<file path="src/hdl/eafc_pkg.sv">
package eafc_pkg;
  // Register byte offsets on the APB bus.
  localparam logic [7:0]  CFG_OFS     = 8'hAC;
  localparam logic [7:0]  STAT_OFS    = 8'hFC;
  // Configuration field positions.
  localparam int          HI_MSB      = 23;
  localparam int          HI_LSB      = 16;
  localparam int          LO_MSB      = 15;
  localparam int          LO_LSB      = 8;
  localparam int          DUR_MSB     = 7;
  localparam int          DUR_LSB     = 4;
  localparam int          SEL_MULT    = 3;
  localparam int          SEL_BRD     = 2;
  localparam int          SEL_OWN     = 1;
  localparam int          SEL_ANY     = 0;
  localparam int          CFG_W       = 24;
  localparam logic [23:0] CFG_RESET   = 24'h000000;
  // Thresholds are in 64-byte units; the FIFO byte count is 14 bits wide.
  localparam int          UNIT_BITS   = 6;
  localparam int          FIFO_AW     = 14;
  // Clock period and duration tick, in nanoseconds.
  localparam int          CLK_NS      = 4;
  localparam int          TICK_NS     = 100;
  localparam int          TICK_CYC    = TICK_NS / CLK_NS;
  // Jam durations in 0.1 us ticks at 100 Mb/s, and the 10 Mb/s extra.
  localparam int          DUR_W       = 13;
  localparam logic [12:0] DUR_TBL [16] = '{
    13'h0032, 13'h0064, 13'h0096, 13'h00FA, 13'h01F4, 13'h03E8, 13'h05DC, 13'h07D0,
    13'h09C4, 13'h0BB8, 13'h0DAC, 13'h0FA0, 13'h1194, 13'h1388, 13'h157C, 13'h1770};
  localparam logic [12:0] DUR_10M_ADD = 13'h0016;
  localparam logic [15:0] ZERO_PAUSE  = 16'h0000;
  // Pause sequencer states, one-hot.
  typedef enum logic [3:0] {
    ST_IDLE = 4'b0001,
    ST_REQH = 4'b0010,
    ST_SENT = 4'b0100,
    ST_REQZ = 4'b1000
  } eafc_state_t;
endpackage

</file>
<file path="src/hdl/eafc_flow_ctrl.sv">
// Notes on behaviour
// - No pause or jam while transmitter off.
// - High level, 64-byte units, triggers flow control.
// - Full duplex: one pause, MAC pause time.
// - Half duplex: jam each matching frame.
// - Below low level: send zero-time pause.
// - Zero pause only after high pause sent.
// - Zero pause whenever any selection bit set.
// - Duration field sets jam; unused full duplex.
// - Duration table; 10 Mb/s adds 2.2 us.
// - Multicast select jams multicast frames.
// - Broadcast select jams broadcast frames.
// - Own-address select jams frames for us.
// - Any-frame select; enables full-duplex control.
// - Any-frame half duplex acts on preamble.
// - Any-frame full duplex requests pause immediately.
// - Any-frame overrides other selection bits.
`timescale 1ns/100ps
module eafc_flow_ctrl #(
  parameter int TICK_CYCLES = eafc_pkg::TICK_CYC
) (
  input  wire logic                         mclk,
  input  wire logic                         srst,
  input  wire logic [7:0]                   paddr,
  input  wire logic                         psel,
  input  wire logic                         penable,
  input  wire logic                         pwrite,
  input  wire logic [31:0]                  pwdata,
  output logic      [31:0]                  prdata,
  output logic                              pready,
  output logic                              pslverr,
  input  wire logic                         txEnable,
  input  wire logic                         fullDuplex,
  input  wire logic                         linkSpeed100,
  input  wire logic [eafc_pkg::FIFO_AW-1:0] rxFifoBytes,
  input  wire logic                         rxPreamble,
  input  wire logic                         rxAddrValid,
  input  wire logic                         rxMulticast,
  input  wire logic                         rxBroadcast,
  input  wire logic                         rxOwnAddress,
  input  wire logic [15:0]                  pause_time_value,
  input  wire logic                         pauseDone,
  output logic                              pauseRequest,
  output logic      [15:0]                  pauseTime,
  output logic                              backpressure
);
  // Configuration word as software wrote it.
  logic [23:0]           cfg;
  // Status byte returned on reads of the status register.
  logic [7:0]            status;
  // Pause sequencer state and its next value.
  eafc_pkg::eafc_state_t state_ff;
  eafc_pkg::eafc_state_t nxt_state;
  // Registered outputs towards the MAC transmitter.
  logic                  pauseReq_ff;
  logic [15:0]           pauseTime_ff;
  logic                  jam_ff;
  // The jam timer runs while back pressure is due.
  logic                  timerBusy;

  // Field extraction from the configuration word.
  wire [7:0] flow_high_threshold = cfg[eafc_pkg::HI_MSB:eafc_pkg::HI_LSB];
  wire [7:0] flow_low_threshold  = cfg[eafc_pkg::LO_MSB:eafc_pkg::LO_LSB];
  wire [3:0] backpressure_length = cfg[eafc_pkg::DUR_MSB:eafc_pkg::DUR_LSB];
  wire       flow_on_multicast   = cfg[eafc_pkg::SEL_MULT];
  wire       flow_on_broadcast   = cfg[eafc_pkg::SEL_BRD];
  wire       flow_on_own_address = cfg[eafc_pkg::SEL_OWN];
  wire       flow_on_any_frame   = cfg[eafc_pkg::SEL_ANY];

  // Thresholds scaled from 64-byte units into bytes.
  wire [eafc_pkg::FIFO_AW-1:0] hiBytes = {flow_high_threshold, {eafc_pkg::UNIT_BITS{1'b0}}};
  wire [eafc_pkg::FIFO_AW-1:0] loBytes = {flow_low_threshold, {eafc_pkg::UNIT_BITS{1'b0}}};

  // Level comparisons against the receive FIFO byte count.
  wire hiReached = (rxFifoBytes >= hiBytes);
  wire belowLo   = (rxFifoBytes < loBytes);

  // Automatic flow control counts as enabled when any selection bit is set.
  wire autoEn = |cfg[eafc_pkg::SEL_MULT:eafc_pkg::SEL_ANY];

  // Only the any-frame bit enables the pause path in full duplex.
  wire fdEnable = txEnable & fullDuplex & flow_on_any_frame;

  // Address-based match; ignored entirely when any-frame is selected.
  wire addrMatch = (rxMulticast & flow_on_multicast)
                 | (rxBroadcast & flow_on_broadcast)
                 | (rxOwnAddress & flow_on_own_address);

  // Any-frame acts on the preamble without waiting for the address.
  wire anyHit = flow_on_any_frame & rxPreamble;
  wire selHit = ~flow_on_any_frame & rxAddrValid & addrMatch;

  // Half duplex jam start for each matching frame above the high level.
  wire jamStart = txEnable & ~fullDuplex & hiReached & (anyHit | selHit);

  // The duration is only consulted in half duplex; the timer is also dropped
  // at once if the transmitter goes off or the link turns full duplex.
  wire jamAbort = ~txEnable | fullDuplex;

  // Decode of the current pause sequencer state.
  wire stIdle = (state_ff == eafc_pkg::ST_IDLE);
  wire stReqH = (state_ff == eafc_pkg::ST_REQH);
  wire stSent = (state_ff == eafc_pkg::ST_SENT);
  wire stReqZ = (state_ff == eafc_pkg::ST_REQZ);

  // The zero-time release is due once the level sinks below the low mark.
  wire zeroDue = txEnable & autoEn & belowLo;

  // Status byte: level flags, sequencer state and live outputs.
  assign status = {state_ff, jam_ff, pauseReq_ff, belowLo, hiReached};

  // Outputs come straight from flops.
  assign pauseRequest = pauseReq_ff;
  assign pauseTime    = pauseTime_ff;
  assign backpressure = jam_ff;

  // Register slave on APB.
  eafc_apb_regs i_eafc_apb_regs (
    .mclk     (mclk),
    .srst     (srst),
    .paddr    (paddr),
    .psel     (psel),
    .penable  (penable),
    .pwrite   (pwrite),
    .pwdata   (pwdata),
    .statusIn (status),
    .prdata   (prdata),
    .pready   (pready),
    .pslverr  (pslverr),
    .cfgOut   (cfg)
  );

  // Jam duration timer, ticking in 0.1 us steps.
  eafc_bp_timer #(
    .TICK_CYCLES (TICK_CYCLES)
  ) i_eafc_bp_timer (
    .mclk     (mclk),
    .srst     (srst),
    .start    (jamStart),
    .abort    (jamAbort),
    .durCode  (backpressure_length),
    .speed100 (linkSpeed100),
    .busy     (timerBusy)
  );

  // Sequencer: one pause at the high level, then hold in SENT until the
  // zero-time pause goes out. A request withdrawn because the transmitter
  // stopped returns to where it came from, so the sent flag is never lost.
  always_comb begin
    nxt_state = state_ff;
    unique case (state_ff)
      eafc_pkg::ST_IDLE: begin
        // Request at once when the high level is reached.
        if (fdEnable & hiReached) begin
          nxt_state = eafc_pkg::ST_REQH;
        end
      end
      eafc_pkg::ST_REQH: begin
        // The MAC confirms the frame; only then is it counted as sent.
        if (~txEnable) begin
          nxt_state = eafc_pkg::ST_IDLE;
        end else if (pauseDone) begin
          nxt_state = eafc_pkg::ST_SENT;
        end
      end
      eafc_pkg::ST_SENT: begin
        // Only reachable after a real high-level pause frame.
        if (zeroDue) begin
          nxt_state = eafc_pkg::ST_REQZ;
        end
      end
      eafc_pkg::ST_REQZ: begin
        // Zero-time frame sent clears the sent flag.
        if (~txEnable) begin
          nxt_state = eafc_pkg::ST_SENT;
        end else if (pauseDone) begin
          nxt_state = eafc_pkg::ST_IDLE;
        end
      end
      default: begin
        // A broken one-hot code recovers to idle.
        nxt_state = eafc_pkg::ST_IDLE;
      end
    endcase
  end

  // Sequencer state register.
  always_ff @(posedge mclk) begin
    if (srst) begin
      state_ff <= eafc_pkg::ST_IDLE;
    end else begin
      state_ff <= nxt_state;
    end
  end

  // Pause request and time, held steady for the MAC while a request stands.
  // The high-level time is sampled when the request starts, so a later
  // change to the MAC pause field does not corrupt a frame in the queue.
  always_ff @(posedge mclk) begin
    if (srst) begin
      pauseReq_ff  <= 1'b0;
      pauseTime_ff <= eafc_pkg::ZERO_PAUSE;
    end else begin
      pauseReq_ff <= (nxt_state == eafc_pkg::ST_REQH) | (nxt_state == eafc_pkg::ST_REQZ);
      if (stIdle & (nxt_state == eafc_pkg::ST_REQH)) begin
        pauseTime_ff <= pause_time_value;
      end else if (stSent & (nxt_state == eafc_pkg::ST_REQZ)) begin
        pauseTime_ff <= eafc_pkg::ZERO_PAUSE;
      end
    end
  end

  // Back pressure follows the timer, gated by transmitter and duplex.
  always_ff @(posedge mclk) begin
    if (srst) begin
      jam_ff <= 1'b0;
    end else begin
      jam_ff <= timerBusy & txEnable & ~fullDuplex;
    end
  end
endmodule

</file>
<file path="src/hdl/eafc_apb_regs.sv">
`timescale 1ns/100ps
module eafc_apb_regs (
  input  wire logic        mclk,
  input  wire logic        srst,
  input  wire logic [7:0]  paddr,
  input  wire logic        psel,
  input  wire logic        penable,
  input  wire logic        pwrite,
  input  wire logic [31:0] pwdata,
  input  wire logic [7:0]  statusIn,
  output logic      [31:0] prdata,
  output logic             pready,
  output logic             pslverr,
  output logic      [23:0] cfgOut
);
  logic [23:0] cfg_ff;     // Configuration word; bits 31:24 are reserved.
  logic [31:0] prdata_ff;  // Registered read data.
  logic        pready_ff;  // One wait state, then ready.
  logic        pslverr_ff; // Error on unmapped address.

  // Address decode and read selection.
  wire         hitCfg  = (paddr == eafc_pkg::CFG_OFS);
  wire         hitStat = (paddr == eafc_pkg::STAT_OFS);
  wire         access  = psel & penable;
  wire         wrDone  = access & pready_ff & pwrite & hitCfg;
  wire  [31:0] rdMux   = hitCfg  ? {8'h00, cfg_ff} :
                         hitStat ? {24'h000000, statusIn} : 32'h00000000;

  assign prdata  = prdata_ff;
  assign pready  = pready_ff;
  assign pslverr = pslverr_ff;
  assign cfgOut  = cfg_ff;

  // The answer is formed in the first access cycle so that every output is a
  // flop; this costs one wait state but keeps the decode off the bus outputs.
  always_ff @(posedge mclk) begin
    if (srst) begin
      pready_ff  <= 1'b0;
      pslverr_ff <= 1'b0;
      prdata_ff  <= 32'h00000000;
    end else begin
      pready_ff  <= access & ~pready_ff;
      pslverr_ff <= access & ~pready_ff & ~(hitCfg | hitStat);
      prdata_ff  <= (access & ~pready_ff & ~pwrite) ? rdMux : 32'h00000000;
    end
  end

  // Writes land only at the edge where the master sees pready high.
  always_ff @(posedge mclk) begin
    if (srst) begin
      cfg_ff <= eafc_pkg::CFG_RESET;
    end else if (wrDone) begin
      cfg_ff <= pwdata[23:0];
    end
  end
endmodule

</file>
<file path="src/hdl/eafc_bp_timer.sv">
`timescale 1ns/100ps
module eafc_bp_timer #(
  parameter int TICK_CYCLES = eafc_pkg::TICK_CYC
) (
  input  wire logic       mclk,
  input  wire logic       srst,
  input  wire logic       start,
  input  wire logic       abort,
  input  wire logic [3:0] durCode,
  input  wire logic       speed100,
  output logic            busy
);
  logic [15:0]                  div_ff;  // Divider towards the 0.1 us tick.
  logic [eafc_pkg::DUR_W-1:0]   left_ff; // Ticks of jam still to run.
  logic                         busy_ff; // Jam period running.

  // At 10 Mb/s every duration is 2.2 us longer.
  wire [eafc_pkg::DUR_W-1:0] durLoad = eafc_pkg::DUR_TBL[durCode] +
                                       (speed100 ? '0 : eafc_pkg::DUR_10M_ADD);
  wire tick = busy_ff & (div_ff == 16'(TICK_CYCLES - 1));
  wire last = tick & (left_ff == 13'h0001);

  assign busy = busy_ff;

  // A new start restarts the period, so each matching frame is jammed fully.
  always_ff @(posedge mclk) begin
    if (srst | abort) begin
      busy_ff <= 1'b0;
      div_ff  <= 16'h0000;
      left_ff <= '0;
    end else if (start) begin
      busy_ff <= 1'b1;
      div_ff  <= 16'h0000;
      left_ff <= durLoad;
    end else if (busy_ff) begin
      div_ff  <= tick ? 16'h0000 : div_ff + 16'h0001;
      left_ff <= tick ? left_ff - 13'h0001 : left_ff;
      busy_ff <= ~last;
    end
  end
endmodule

</file>
<file path="config.mk">
export PLATFORM = sky130hd
export DESIGN_NAME = eafc_flow_ctrl
export DESIGN_NICKNAME = d
export VERILOG_FILES = /design/src/hdl/eafc_pkg.sv /design/src/hdl/eafc_flow_ctrl.sv /design/src/hdl/eafc_apb_regs.sv /design/src/hdl/eafc_bp_timer.sv
export SDC_FILE = /design/constraint.sdc
export NUM_CORES = 1
export LEC_CHECK = 0
export BUFFER_PORTS_ARGS = -buffer_cell sky130_fd_sc_hd__buf_2
export CELL_PAD_IN_SITES_DETAIL_PLACEMENT = 1
export CELL_PAD_IN_SITES_GLOBAL_PLACEMENT = 2
export CORE_MARGIN = 1.5
export CORE_UTILIZATION = 29
export DETAILED_ROUTE_END_ITERATION = 16
export PLACE_DENSITY_LB_ADDON = 0.1
export SLEW_MARGIN = 15
export SYNTH_ARGS = -nofsm -noshare
export SYNTH_HDL_FRONTEND = slang
export SYNTH_HIERARCHICAL = 1
export SYNTH_SLANG_ARGS = --single-unit
</file>
<file path="constraint.sdc">
create_clock -name mclk -period 2.6 [get_ports mclk]
set_input_delay 0.26 -clock mclk [delete_from_list [all_inputs] [get_ports mclk]]
set_output_delay 0.26 -clock mclk [all_outputs]
set_load 0.02 [all_outputs]
</file>
Word-level counts from Yosys, hierarchy flattened

Memories as Yosys holds them, arrays and structs flattened.
Cells that the tools add are included.

$add $sub $neg: 3
Bitwise logic cells: 43
Reductions and logical operators: 8
Equal/unequal tests: 10
Mux-type cells: 20
Order comparisons: 3

Operator list:

| cell                  | number |
|---|---|
| $mux 13               | 5 |
| $mux 16               | 3 |
| $and 1x1->1           | 27 |
| $mux 24               | 1 |
| $mux 4                | 6 |
| $add 16x1->16 const B | 1 |
| $eq 16x5->1 const B   | 1 |
| $eq 8x8->1 const B    | 2 |
| $pmux 4 s4            | 1 |
| $ge 14x14->1          | 1 |
| $lt 14x14->1          | 1 |
| $add 13x13->13        | 1 |
| $eq 13x1->1 const B   | 1 |
| $sub 13x1->13 const B | 1 |
| $eq 4x2->1 const B    | 2 |
| $eq 4x4->1 const B    | 2 |
| $mux 8                | 1 |
| $not 1->1             | 8 |
| $or 1x1->1            | 7 |
| $reduce_bool 2->1     | 3 |
| $ge 5x5->1 const B    | 1 |
| $mux 5                | 1 |
| $not 4->5             | 1 |
| $eq 4x1->1 const B    | 1 |
| 6 further kinds       | 8 |

Memories: 1
Register bits after elaboration: 110
Word-level logic and storage cells: 100
Output and inout bits: 52
Bits in read-only memories: 208

Memory list:

| memory           | depth | width | rd ports | clocked after Yosys merged registers in | wr ports | RTL line            | source |
|---|---|---|---|---|---|---|---|
| (name not given) | 16    | 13    | 1        | 0                                       | 0        | eafc_bp_timer.sv:18 | `wire [eafc_pkg::DUR_W-1:0] durLoad = eafc_pkg::DUR_TBL[durCode] +` |

Depth between registers and ports, before layout

Gate-level depths: netlist (run 1).

Word-level depth: 9
Depth in mapped cells: 12

Hierarchy

Netlist (run 1), hierarchy kept.

By module, submodules not included:

| module         | area each (sq um) | sequential area each (sq um) | cells an instance | instances |
|---|---|---|---|---|
| eafc_bp_timer  | 2067.0            | 600.6                        | 254               | 1 |
| eafc_apb_regs  | 2045.7            | 1001.0                       | 205               | 1 |
| eafc_flow_ctrl | 1505.2            | 440.4                        | 173               | 1 |

Worst setup path before layout (run 1)

OpenSTA, ideal clock, no wires.

Kind: reg2reg
Start point: reg i_eafc_apb_regs.cfg_ff[5] (netlist: i_eafc_apb_regs/cfgOut[5])
End point: reg i_eafc_bp_timer/left_ff[12] in the netlist's numbering
Buffers on the path: 1
Data arrival time: 2480 ps
Stages on the path, launching flop included: 11
Slack: 41 ps
Library setup time: 79 ps
Cells stage by stage: dfxtp_1 -> clkbuf_1 -> inv_1 -> ha_1 -> o21a_1 -> ha_1 -> a21oi_1 -> a211oi_4 -> o2111ai_2 -> o311a_1 -> a211oi_2

Word-level cells in the longest chain between the ends: 6

RTL lines:

| what                                       | RTL line            | source |
|---|---|---|
| start, declared                            | eafc_apb_regs.sv:16 | `logic [23:0] cfg_ff;` |
| start signal, assigned                     | eafc_apb_regs.sv:51 | `cfg_ff <= eafc_pkg::CFG_RESET;` |
| start signal, assigned                     | eafc_apb_regs.sv:53 | `cfg_ff <= pwdata[23:0];` |
| $not 4->5 (implied by the code)            | eafc_bp_timer.sv:18 |  |
| $mem_v2 16x13                              | -                   |  |
| $mux 13 (implied by the code) (2 in a row) | eafc_bp_timer.sv:18 |  |
| $add 13x13->13                             | eafc_bp_timer.sv:18 |  |
| $mux 13                                    | eafc_bp_timer.sv:31 | `end else if (start) begin` |
| end signal, assigned                       | eafc_bp_timer.sv:34 | `left_ff <= durLoad;` |
| end signal, assigned                       | eafc_bp_timer.sv:37 | `left_ff <= tick ? left_ff - 13'h0001 : left_ff;` |
| end, declared                              | eafc_bp_timer.sv:14 | `logic [eafc_pkg::DUR_W-1:0] left_ff;` |

No other way between the ends. The select of a mux whose other input is x is not followed.
A chain may end at the register's enable or synchronous reset.

Worst setup path after layout (run 1)

Start point: reg i_eafc_apb_regs.cfg_ff[19] (netlist: i_eafc_apb_regs/cfgOut[19])
End point: reg i_eafc_bp_timer/left_ff[9] in the netlist's numbering

Word-level cells in the longest chain between the ends: 5
Elaborated cells on any way between the ends: 7
Classes of those cells: order compare (1); mux (1); bitwise (2); reduce/logical (3)

RTL lines:

| what                         | RTL line             | source |
|---|---|---|
| $ge 14x14->1 (*)             | eafc_flow_ctrl.sv:75 | `wire hiReached = (rxFifoBytes >= hiBytes);` |
| named net hiReached          | eafc_flow_ctrl.sv:75 |  |
| $and 1x1->1 (*) (2 in a row) | eafc_flow_ctrl.sv:94 | `wire jamStart = txEnable & ~fullDuplex & hiReached & (anyHit \| selHit);` |
| named net jamStart           | eafc_flow_ctrl.sv:94 |  |
| $reduce_bool 2->1 (no line)  | -                    |  |
| $reduce_and 2->1 (no line)   | -                    |  |

The timed path passes the listed nets; every way through them passes the cells marked *.

==> run summary, run 1 <==
The number of placed instances, taps included, is approximately 1000. STA classifies the critical path endpoint as a register. The number of DRC violations after detailed routing is 0. The initial antenna violation count is 4. The count of flip-flops with a built-in enable after synthesis is 0. The mean post-synth cell area came out at 8.889 sq um. The violation count after the first detailed-route iteration is between 150 and 200. The maximum clock path buffer count is 2. The first global-routing pass estimated between 20 and 30 mm of wire. Counting I/O delays and the setup requirement, the final critical path takes between 2 and 2.5 ns. The accumulated negative setup slack is 0 ns. The total clock buffers created by CTS is 9. The commonest cells after synthesis are sky130_fd_sc_hd__dfxtp_1 (102), sky130_fd_sc_hd__nand2b_1 (54), sky130_fd_sc_hd__inv_1 (46).

Yosys printed 6 warnings. The minimum setup slack after placement came out at -0.002869 ns. Yosys mapped the design onto just over 70 distinct sky130hd cell types.

The number of storage elements in the synthesis netlist came out at a little over 100. The aggregate global-route resource usage came out at between 15 and 20%. The core area is ~19000 sq um. The global placer's final weighted congestion is roughly 0.85.

The first detailed-routing pass took 4 iterations. The number of standard cells in the final layout excluding fillers is roughly 1000. After clock tree synthesis, the clock-pin slew on the worst setup and hold paths is about 0.080 ns. The worst clock skew on the final layout is between 0.01 and 0.015 ns. The clock network latency to the later pin of the worst-skew pair is around 0.35 ns.

The area taken by flip-flops and latches came out at between 2000 and 2500 sq um. The routed via count divided by cell count came out at between 4 and 5. The post-synthesis async set-or-reset flop share is 0%. The area of the die is around 20000 sq um.

After routing the design area is a little under 7000 sq um. Once placement finished, the instance area stood at 6514 sq um. Of the post-synthesis cell area, the dominant cell type holds 36.35%. The number of global-route vias before repair is slightly above 5000. The total number of nets in the final design came out at roughly 870. The data required time at the worst endpoint is roughly 2.8 ns. The worst path meets setup with 0.1355 ns of slack.

The number of maximum-capacitance violations came out at 0. TritonCTS built the clock tree. The overall power came out at 3.092 mW. The leakage power figure came out at about 2.6 nW.

The hold path depth came out at 3. The worst-case vdd ir drop is 0.0002736 V. In the post-synthesis netlist, the cell with the most instances is sky130_fd_sc_hd__dfxtp_1. The final count of hold timing violations is 0. In the synthesized netlist the dominant register cell turns out to be sky130_fd_sc_hd__dfxtp_1.

The fmax is approximately 0.4 GHz. The number of clock sinks seen by CTS is 102. The total overflow reported by the global router is 0.

The number of antenna-violating nets in the routed design came out at 0. The routed wirelength normalized by instance count is between 15 and 20 microns. The slew at the pin with the worst max-slew slack is 0.8578 ns.

By startpoint and endpoint, the worst setup path is classified as register to register. For this design the ratio of total power to cell area is approximately 450 nW/um^2. In this run the register-to-register setup slack is between 0.1 and 0.15 ns. STA classifies the critical path startpoint as a register. The number of hold buffers added after CTS was 0. Of all nets on the critical path, the largest fanout is 5.

The final setup violation count is 0. The worst register-to-register path has a depth of 13. The top-level port count came out at roughly 140. The maximum number of pins on one net before global-route repair is 43.

The max-slew violation count was 0. Setup repair after global routing left no endpoint under its margin. In the finished design, the share of the clock period the worst path needs comes to a little over nine tenths.

The effective utilization at floorplan came out at 29.83%. The total of fill cells in the finished design is between 2000 and 2500. The post-synthesis instance area came out at 5618 sq um.

The width of the die came out at around 140 microns. The area occupied by multi-input gates came out at 3186 sq um. The post-DP HPWL came out at between 10 and 15 mm. The routed layout has about 4900 vias.

The routed wire length is 16.14 mm. The headroom to the max-slew limit came out at between 40 and 50%. The number of rows in the core area is 50. The die boundary height is between 100 and 150 microns. The post-route netlist has between 20% and 30% of its cells at a drive strength greater than 1. The path type of the worst min-delay path is primary input to register.

The root cell of the clock tree is sky130_fd_sc_hd__clkbuf_16. The number of port buffers is approximately 120. Of all cell types, the one taking the most synthesized area is sky130_fd_sc_hd__dfxtp_1.

The flow ran to the end, and the final reports show no timing, DRC or antenna violations. The number of instances in the synthesized netlist is about 630. The sequential area share after synthesis is a little over a third. The count of H-tree levels built during CTS is 3. Ranked by total cell area, the synthesized netlist is headed by sky130_fd_sc_hd__dfxtp_1 (36%), sky130_fd_sc_hd__mux2i_1 (7.8%), sky130_fd_sc_hd__ha_1 (6.2%), sky130_fd_sc_hd__nand2b_1 (6.0%), sky130_fd_sc_hd__inv_1 (3.1%). The signed area change from the synthesized netlist to the final layout came out at 22.00%. Data arrives at the worst endpoint at between 2 and 3 ns.
[flip-flops by register name, summed over array words and instances (netlist names), 4 cells and up]
signal / flops
i_eafc_bp_timer/div_ff: 16
state_ff: 4
i_eafc_apb_regs/cfgOut: 24
i_eafc_bp_timer/left_ff: 13
pauseTime: 16
i_eafc_apb_regs/prdata: 24
[timing repair]
item | CTS | global route
pin swaps | 0 | 4
gates resized for setup | 1 | 9
setup buffers | 0 | 2
setup endpoints to repair | 2 | 22
hold endpoints to repair | 0 | 0
[layout make-up]
class | instances | share of cell area (%)
multi-input combinational | 449 | 46.48
antenna | 3 | 0.1095
clock buffer | 10 | 3.487
timing repair buffer | 150 | 12.08
clock inverter | 5 | 0.6389
inverter | 48 | 2.629
sequential | 102 | 29.83
tap | 260 | 4.746
[worst paths after layout]
kind / from / end
worst max register to register: i_eafc_apb_regs/cfgOut[19] / i_eafc_bp_timer/left_ff[9]
worst min register to register: i_eafc_apb_regs/cfgOut[23] / i_eafc_apb_regs/prdata[23]
worst min-delay path: pause_time_value[11] / pauseTime[11]
worst max-delay path: i_eafc_apb_regs/cfgOut[19] / i_eafc_bp_timer/left_ff[9]
[where the power goes]
group	total, mW	internal, mW	switching (mW)
combinational	0.218	0.0998	0.119
clock	1.31	0.683	0.628
sequential	1.56	1.56	0.000614
total	3.09	2.34	0.747
[routing by layer]
layer | global-route usage (%) | up-vias | part of all wire [%]
met3 | 5.047 | 13 | 4.5
li1 | - | 2438 | -
met4 | 3.852 | 2 | 1.2
met1 | 19.17 | 2329 | 43
met5 | 0 | - | 0.099
met2 | 30.17 | 72 | 51
[cell usage in the layout, fill, tap and decap left out, types with 4 or more instances in the layout]
cell type | Yosys | layout
sky130_fd_sc_hd__nand2_1 | 44 | 44
sky130_fd_sc_hd__dfxtp_1 | 102 | 100
sky130_fd_sc_hd__and3_1 | 6 | 5
sky130_fd_sc_hd__inv_1 | 46 | 46
sky130_fd_sc_hd__a21o_1 | 4 | 4
sky130_fd_sc_hd__o31a_1 | 4 | 4
sky130_fd_sc_hd__ha_1 | 28 | 28
sky130_fd_sc_hd__nor4_2 | 2 | 4
sky130_fd_sc_hd__or2_2 | 6 | 5
sky130_fd_sc_hd__nand2b_1 | 54 | 54
sky130_fd_sc_hd__xor2_1 | 9 | 9
sky130_fd_sc_hd__o211ai_1 | 22 | 22
sky130_fd_sc_hd__or3_1 | 5 | 5
sky130_fd_sc_hd__a22oi_1 | 8 | 8
sky130_fd_sc_hd__clkbuf_16 | 0 | 9
sky130_fd_sc_hd__nand4_1 | 8 | 8
sky130_fd_sc_hd__mux2i_1 | 44 | 44
sky130_fd_sc_hd__nor3_1 | 21 | 21
sky130_fd_sc_hd__xnor2_1 | 16 | 16
sky130_fd_sc_hd__conb_1 | 1 | 8
sky130_fd_sc_hd__a21oi_1 | 22 | 22
sky130_fd_sc_hd__nor2b_1 | 4 | 4
sky130_fd_sc_hd__nor2_1 | 41 | 40
sky130_fd_sc_hd__buf_2 | 4 | 119
sky130_fd_sc_hd__nor4_1 | 9 | 7
sky130_fd_sc_hd__buf_4 | 8 | 31
sky130_fd_sc_hd__o21ai_0 | 16 | 16
sky130_fd_sc_hd__nand3_1 | 13 | 12
[through the flow]
step           utilization, %  hold slack, ns
2_1_floorplan               -          0.3291
3_3_place_gp            34.59          0.4463
3_5_place_dp            34.59          0.4534
4_1_cts                 36.13          0.1258
5_1_grt                 36.37          0.1454
6_report                36.40          0.1482
[cell families after synthesis]
logic type | after synthesis | share of synthesized area [%]
AOI/OAI and AO/OA | 102 | 12.78
xor gates and xnor gates | 25 | 3.898
adders and majority gates | 29 | 6.593
buffers and inverters | 88 | 7.996
DFF | 102 | 36.35
muxes | 47 | 8.441
other | 1 | 0.06675
and+or+nand+nor | 238 | 23.88
[critical path, stage by stage (launching register included)]
cell and delay (ns):
sky130_fd_sc_hd__dfxtp_1 0.35, sky130_fd_sc_hd__inv_1 0.05, sky130_fd_sc_hd__ha_1 0.31, sky130_fd_sc_hd__nand2_1 0.09, sky130_fd_sc_hd__nor4_2 0.04, sky130_fd_sc_hd__a221o_1 0.34, sky130_fd_sc_hd__or2_4 0.26, sky130_fd_sc_hd__nor3b_2 0.15
sky130_fd_sc_hd__buf_4 0.15, sky130_fd_sc_hd__and3_4 0.16, sky130_fd_sc_hd__buf_4 0.13, sky130_fd_sc_hd__nand2_1 0.07, sky130_fd_sc_hd__o22a_1 0.14, sky130_fd_sc_hd__nand3_1 0.08
No activity file was read; power rests on OpenSTA's default activity.
==> run 2, diff against run 1 <==
--- a/config.mk
+++ b/config.mk
@@ -9,7 +9,7 @@
 export CELL_PAD_IN_SITES_DETAIL_PLACEMENT = 1
 export CELL_PAD_IN_SITES_GLOBAL_PLACEMENT = 2
 export CORE_MARGIN = 1.5
-export CORE_UTILIZATION = 29
+export CORE_UTILIZATION = 34
 export DETAILED_ROUTE_END_ITERATION = 16
 export PLACE_DENSITY_LB_ADDON = 0.1
 export SLEW_MARGIN = 15
==> constraint.sdc (replaced) <==
create_clock -name mclk -period 3.2 [get_ports mclk]
set_input_delay 0.32 -clock mclk [delete_from_list [all_inputs] [get_ports mclk]]
set_output_delay 0.32 -clock mclk [all_outputs]
set_load 0.02 [all_outputs]
==> run 2 against run 1 <==
Compared with the run above: register-to-register slack better by 0.25 ns; critical endpoint is now i_eafc_bp_timer/left_ff[10]; worst setup slack better by 0.25 ns; clock skew hardly changed; global-route usage is 1.9 points higher; via count is 0.91% lower; final area is 3.3% lower; critical path depth is 2 lower; combinational power is 22% lower; die area is 14% lower; sequential power is 19% lower; non-clock buffer count is 19 lower.
==> run summary, run 2 (synthesis gave the netlist of run 1 again) <==
The data required time at the worst endpoint was 3.49 ns (+0.66 ns). The part of the power in the clock network is 43.3% (+0.9 points). The net switching power of the design is 631.4 uW (-15%). The aggregate global-route resource usage came out at 18.57% (+1.9 points).

The run finished with clean final reports. The internal power was 1.909 mW (-19%). STA classifies the critical path endpoint as a register.

The global placer's final weighted congestion came to 0.7782 (-8.0%). The area of the die is 17300 sq um (-14%). The post-route clock period utilization is 88.03% (-6.8 points). The total number of nets in the final design is 854 (-2.2%).

The number of antenna-violating nets in the routed design is 0 (unchanged). The maximum fanout count along the critical path came to 6 (+1). The post-CTS setup buffer count was 0 (unchanged). The count of H-tree levels built during CTS came out at 3 (unchanged). The core area is 16000 sq um (-15%). The number of rows in the core area is 46 (-8.0%). The max-slew violation count is 0 (unchanged). The maximum clock path buffer count came out at 2 (unchanged). The flop-to-flop setup slack came to 0.38 ns (+0.25 ns). The data arrival time at the worst-slack endpoint is 3.11 ns (+0.42 ns). The number of global-route vias before repair is 5178 (+0.70%). The top-level port count is 136 (unchanged). In this run the critical register-to-register path is launched from i_eafc_apb_regs/cfgOut[20].

The final count of hold timing violations was 0 (unchanged). The register share of total power is 50.0% (-0.5 points). The total overflow reported by the global router came out at 0 (unchanged). The routed wire length is 15.74 mm (-2.5%).

The worst-case vdd ir drop is 0.0002296 V (-16%). The number of iterations in the first detailed-routing pass came out at 6 (+2). The area growth from synthesis to layout is 17.97%. The most critical setup path has its startpoint at i_eafc_apb_regs/cfgOut[20]. The total of fill cells in the finished design came out at 1972 (-13%). The hold path depth is 3 (unchanged).

The worst register-to-register path ends at i_eafc_bp_timer/left_ff[10]. The total clock buffers created by CTS is 9 (unchanged). Setup repair after global routing left no endpoint under its margin. The switching share of power came to 24.86% (+0.69 points). The violation count after the first detailed-route iteration is 206 (+36%). The clock network latency to the later pin of the worst-skew pair is 0.35 ns (about the same). The width of the die came out at 131.5 microns (-7.5%). The maximum number of pins on one net before global-route repair came out at 46 (+7.0%).

The quantity of gates resized following cts came out at 0 (-1). The accumulated negative setup slack came out at 0 ns (unchanged). The final setup violation count came to 0 (unchanged). The routed wirelength normalized by instance count came to 16.34 microns (+4.0%). The effective utilization at floorplan came out at 35.11% (+5.3 points).

TritonCTS built the clock tree. The total via count after detailed routing is 4810 (-0.91%). The number of port buffers came out at 119 (unchanged). The number of DRC violations after detailed routing came out at 0 (unchanged). The library cell used most frequently in the layout, excluding fill and tap cells, is sky130_fd_sc_hd__buf_2. The number of clock sinks seen by CTS is 102 (unchanged).

The overall power was 2.540 mW (-18%). The category of the most critical setup path is register to register. The post-DP HPWL came to 12.05 mm (-3.4%). The hold buffer count at cts came out at 0 (unchanged). The die boundary height came out at 131.5 microns (-7.5%). The number of maximum-capacitance violations is 0 (unchanged). The share of power burned in combinational logic is 6.7% (-0.4 points). The root cell of the clock tree is sky130_fd_sc_hd__clkbuf_16. The worst hold path begins at pause_time_value[1]. The cell count of the worst reg-to-reg path is 11 (-2).

The slew at the pin with the worst max-slew slack is 1.002 ns (+0.1439 ns). In the layout the commonest cells are sky130_fd_sc_hd__buf_2 (119), sky130_fd_sc_hd__dfxtp_1 (102), sky130_fd_sc_hd__nand2b_1 (54). The fraction of layout instances using a drive strength above 1 was 22.39% (-2.9 points).

The capture point of the worst path is i_eafc_bp_timer/left_ff[10]. The routed via count divided by cell count is 4.995 (+5.7%). The path type of the worst min-delay path is primary input to register. The fmax came out at 0.3550 GHz (-13%). The headroom to the max-slew limit is 33.22% (-9.6 points). The leakage power figure is 2.558 nW (-3.1%). The worst clock skew on the final layout is 0.01047 ns (+0.0001415 ns).

The global-route wire length before repair is 26.13 mm (-0.60%). STA classifies the critical path startpoint as a register. The initial antenna violation count is 2 (-2).

The final critical delay including setup and external delays came out at 2.817 ns (+0.3523 ns). The power density over the cells is 383.3 nW/um^2 (-15%). The clock transition at the registers of the reported paths is 0.08 ns (about the same).
run 2: cell type report:
type	instances	area (sq um)	share of cell area [%]
repair buffers	131	685.7	10.35
inverters	48	180.2	2.719
multi-input cells	449	3153	47.57
clock buffers	10	239.0	3.606
flip-flops and latches	102	2042	30.81
clock inverters	6	55.05	0.8307
well taps	216	270.3	4.078
diodes	1	2.502	0.03776
run 2: power groups by stage:
stage	sequential (mW)	combinational, mW	clock (mW)
global placement	1.30	0.167	0
CTS	1.27	0.174	1.13
detailed placement	1.30	0.174	0
global route	1.27	0.192	1.19
finish	1.27	0.171	1.10
floorplan	1.30	0.0985	0
run 2: how the worst min path moves through the flow:
stage | end | slack (ns)
after floorplan | state_ff[1] | 0.39
after global placement | i_eafc_apb_regs/prdata[23] | 0.45
after detailed placement | i_eafc_apb_regs/prdata[12] | 0.45
after CTS | pauseTime[0] | 0.20
after global routing | pauseTime[1] | 0.20
final | pauseTime[1] | 0.21
run 2: through the flow:
step | std cells | util (%) | cell area, sq um | hold slack [ns] | setup slack [ns]
2_1_floorplan | 639 | - | 5644 | 0.3891 | 0.6410
3_5_place_dp | 946 | 39.57 | 6331 | 0.4539 | 0.3850
4_1_cts | 962 | 41.41 | 6625 | 0.1973 | 0.3863
6_report | 963 | 41.42 | 6628 | 0.2107 | 0.3832
5_1_grt | 962 | 41.41 | 6625 | 0.2008 | 0.1199
3_3_place_gp | 946 | 39.57 | 6331 | 0.4477 | 0.4145
run 2: layer usage:
metal	GRT usage (%)	vias up	share of wire (%)
met5	0	-	0.076
met4	3.519	2	1.1
met3	4.861	13	4.0
met2	34.47	65	52
met1	21.38	2333	43
li1	-	2397	-
run 2: worst max-delay path: stages (launching register included):
cell and delay (ns):
sky130_fd_sc_hd__dfxtp_1 0.37, sky130_fd_sc_hd__inv_1 0.06, sky130_fd_sc_hd__ha_1 0.29, sky130_fd_sc_hd__nand4b_1 0.10
sky130_fd_sc_hd__nor4_1 0.30, sky130_fd_sc_hd__a221o_1 0.27, sky130_fd_sc_hd__or2_2 0.16, sky130_fd_sc_hd__nor3b_1 0.37
sky130_fd_sc_hd__and3_1 0.34, sky130_fd_sc_hd__o2111ai_1 0.14, sky130_fd_sc_hd__mux2_2 0.27, sky130_fd_sc_hd__nand3_1 0.07
==> run 3, diff against run 2 <==
--- a/config.mk
+++ b/config.mk
@@ -9,7 +9,7 @@
 export CELL_PAD_IN_SITES_DETAIL_PLACEMENT = 1
 export CELL_PAD_IN_SITES_GLOBAL_PLACEMENT = 2
 export CORE_MARGIN = 1.5
-export CORE_UTILIZATION = 34
+export CORE_UTILIZATION = 32
 export DETAILED_ROUTE_END_ITERATION = 16
 export PLACE_DENSITY_LB_ADDON = 0.1
 export SLEW_MARGIN = 15
==> constraint.sdc (replaced) <==
create_clock -name mclk -period 3.1 [get_ports mclk]
set_input_delay 0.31 -clock mclk [delete_from_list [all_inputs] [get_ports mclk]]
set_output_delay 0.31 -clock mclk [all_outputs]
set_load 0.02 [all_outputs]
==> run 3 against run 2 <==
Compared with the run above: final area up 0.98%; cell count grew 1.2%; combinational power grew 4%; highest routed layer is now met4.
==> run summary, run 3 (synthesis gave the netlist of run 1 again) <==
The post-DP HPWL came to 11.94 mm (-0.86%). The worst hold path terminates at pauseTime[0]. The maximum number of pins on one net before global-route repair was 44 (-4.3%). The clock network latency to the later pin of the worst-skew pair is 0.35 ns (about the same). The number of iterations in the first detailed-routing pass came out at 4 (-2). TritonCTS built the clock tree.

The data arrival time at the worst-slack endpoint came out at 3.14 ns (+0.03 ns). The number of clock sinks seen by CTS is 102 (unchanged). The post-route clock period utilization came out at 91.85% (+3.8 points). The violation count after the first detailed-route iteration came out at 212 (+2.9%). The path class of the tightest hold or removal check is primary input to register. The cell count of the worst reg-to-reg path came out at 12 (+1). The tree is rooted in a sky130_fd_sc_hd__clkbuf_16. The clock transition at the registers of the reported paths came to 0.08 ns (about the same). The final non-filler cell area came out at 6693 sq um (+0.98%). The final setup violation count is 0 (unchanged).

Setup repair after global routing left no endpoint under its margin. The core area came out at 17240 sq um (+7.7%). The max-slew violation count is 0 (unchanged). The endpoint identified for the worst register-to-register timing path is i_eafc_bp_timer/left_ff[10]. The quantity of gates resized following cts is 0 (unchanged). The flow ran to the end, and the final reports show no timing, DRC or antenna violations. The width of the die is 135.5 microns (+3.0%). The final critical delay including setup and external delays came out at 2.847 ns (+0.03065 ns).

The origin of the worst setup path is i_eafc_apb_regs/cfgOut[23]. The maximum fanout count along the critical path came to 12 (+6). The initial antenna violation count came out at 2 (unchanged). The data required time at the worst endpoint is 3.39 ns (-0.10 ns).

The startpoint of the lowest-slack hold path is pause_time_value[0]. The total overflow reported by the global router was 0 (unchanged). The number of antenna-violating nets in the routed design is 0 (unchanged). The total clock buffers created by CTS came out at 9 (unchanged). The power density over the cells is 403.0 nW/um^2 (+5.1%). The final cell utilization of the core came out at 38.83% (-2.6 points).

The total via count after detailed routing is 4826 (+0.33%). The slew at the pin with the worst max-slew slack is 1.019 ns (+0.01747 ns). The number of rows in the core area came to 48 (+4.3%). The final count of hold timing violations is 0 (unchanged). The number of global-route vias before repair is 5027 (-2.9%). The total number of nets in the final design is 856 (+0.23%). The signed area change from the synthesized netlist to the final layout came out at 19.13%. The hold buffer count at cts came to 0 (unchanged).

The total of fill cells in the finished design is 2028 (+2.8%). The hold path depth came out at 3 (unchanged). The number of maximum-capacitance violations came out at 0 (unchanged). The startpoint of the worst-slack reg-to-reg timing path is i_eafc_apb_regs/cfgOut[23]. The final hold slack came out at 0.1981 ns (-0.01256 ns).

The area of the die came out at 18360 sq um (+6.1%). The number of DRC violations after detailed routing is 0 (unchanged). The fmax is 0.3512 GHz (-1.1%). The effective utilization at floorplan came to 32.59% (-2.5 points).

The element type at the critical path start is a register. STA classifies the critical path endpoint as a register. The fraction of layout instances using a drive strength above 1 came to 22.59% (+0.21 points).

The library cell used most frequently in the layout, excluding fill and tap cells, is sky130_fd_sc_hd__buf_2. The leakage power figure is 2.578 nW (+0.76%). The number of port buffers came out at 119 (unchanged). The die boundary height came out at 135.5 microns (+3.0%).

The post-CTS setup buffer count came out at 0 (unchanged). The overall power came out at 2.697 mW (+6.2%). The count of H-tree levels built during CTS is 3 (unchanged). The headroom to the max-slew limit came to 32.05% (-1.2 points). The worst clock skew on the final layout is 0.009033 ns (-0.001437 ns). The worst-case vdd ir drop came out at 0.0002829 V (+23%). The aggregate global-route resource usage was 17.70% (-0.87 points). The flop-to-flop setup slack is 0.25 ns (-0.13 ns).

The routed wirelength normalized by instance count is 16.03 microns (-1.9%). The library cells used most frequently in the layout, excluding fill and tap cells, are sky130_fd_sc_hd__buf_2 (119), sky130_fd_sc_hd__dfxtp_1 (102), sky130_fd_sc_hd__nand2b_1 (54). The routed wire length is 15.63 mm (-0.67%). The top-level port count was 136 (unchanged). The routed via count divided by cell count came out at 4.950 (-0.90%). The maximum clock path buffer count came to 2 (unchanged).

The accumulated negative setup slack came out at 0 ns (unchanged). The global-route wire length before repair is 25.27 mm (-3.3%). The critical path is of the register to register type. The global placer's final weighted congestion came out at 0.7584 (-2.5%). The placed instance area is 6370 sq um (+0.61%).
==> run 3: cell count changes in the layout (fill, tap and decap cells not counted), sizes merged <==
cell | previous run | this run
clkinv | 6 | 2
clkbuf | 10 | 11
clkinvlp | 0 | 2
buf | 131 | 133
bufinv | 0 | 1
diode | 1 | 2
==> run 3: layout make-up <==
cell class	count	area, sq um	share of cell area, %
Clock inverter	5	65.06	0.9721
Tap cell	225	281.5	4.206
Multi-Input combinational cell	449	3153	47.11
Clock buffer	11	252.7	3.776
Timing Repair Buffer	133	713.2	10.66
Inverter	48	180.2	2.692
Sequential cell	102	2042	30.51
Antenna cell	2	5.005	0.07478
==> run 3: critical path, cell delays in order, from the launching register on <==
cell and delay [ns]:
sky130_fd_sc_hd__dfxtp_1 0.35, sky130_fd_sc_hd__inv_1 0.07, sky130_fd_sc_hd__ha_1 0.29, sky130_fd_sc_hd__nand3_1 0.14, sky130_fd_sc_hd__nor4_1 0.33, sky130_fd_sc_hd__a221o_1 0.30, sky130_fd_sc_hd__or2_2 0.15, sky130_fd_sc_hd__nor3b_1 0.19
sky130_fd_sc_hd__buf_4 0.22, sky130_fd_sc_hd__and3_1 0.26, sky130_fd_sc_hd__o2111ai_1 0.13, sky130_fd_sc_hd__mux2_2 0.28, sky130_fd_sc_hd__nand3_1 0.07
==> run 3: layer usage <==
layer	global-route usage [%]	vias up	wire (microns)
met3	5.051	12	682
li1	-	2400	-
met5	0	-	0
met4	4.898	0	208
met2	32.26	77	8111
met1	20.07	2337	6632
==> run 3: stage by stage <==
step           std cells  worst slack (ns)
4_1_cts              973            0.2654
2_1_floorplan        639            0.5410
5_1_grt              974           0.01821
6_report             975            0.2525
3_5_place_dp         957            0.2902
3_3_place_gp         957            0.2866
==> run 3: worst max path at each step <==
| stage | endpoint | slack [ns] | cells after the start |
|---|---|---|---|
| after floorplan | i_eafc_bp_timer/left_ff[12] | 0.54 | 10 |
| after global placement | i_eafc_bp_timer/left_ff[10] | 0.29 | 12 |
| after detailed placement | i_eafc_bp_timer/left_ff[10] | 0.29 | 12 |
| after CTS | i_eafc_bp_timer/left_ff[10] | 0.27 | 12 |
| after global routing | i_eafc_bp_timer/left_ff[10] | 0.02 | 12 |
| final | i_eafc_bp_timer/left_ff[10] | 0.25 | 12 |
==> run 3: power by group <==
group / internal (mW) / switching, mW
Clock: 0.679 / 0.530
Combinational: 0.0795 / 0.0978
Sequential: 1.31 / 0.000608
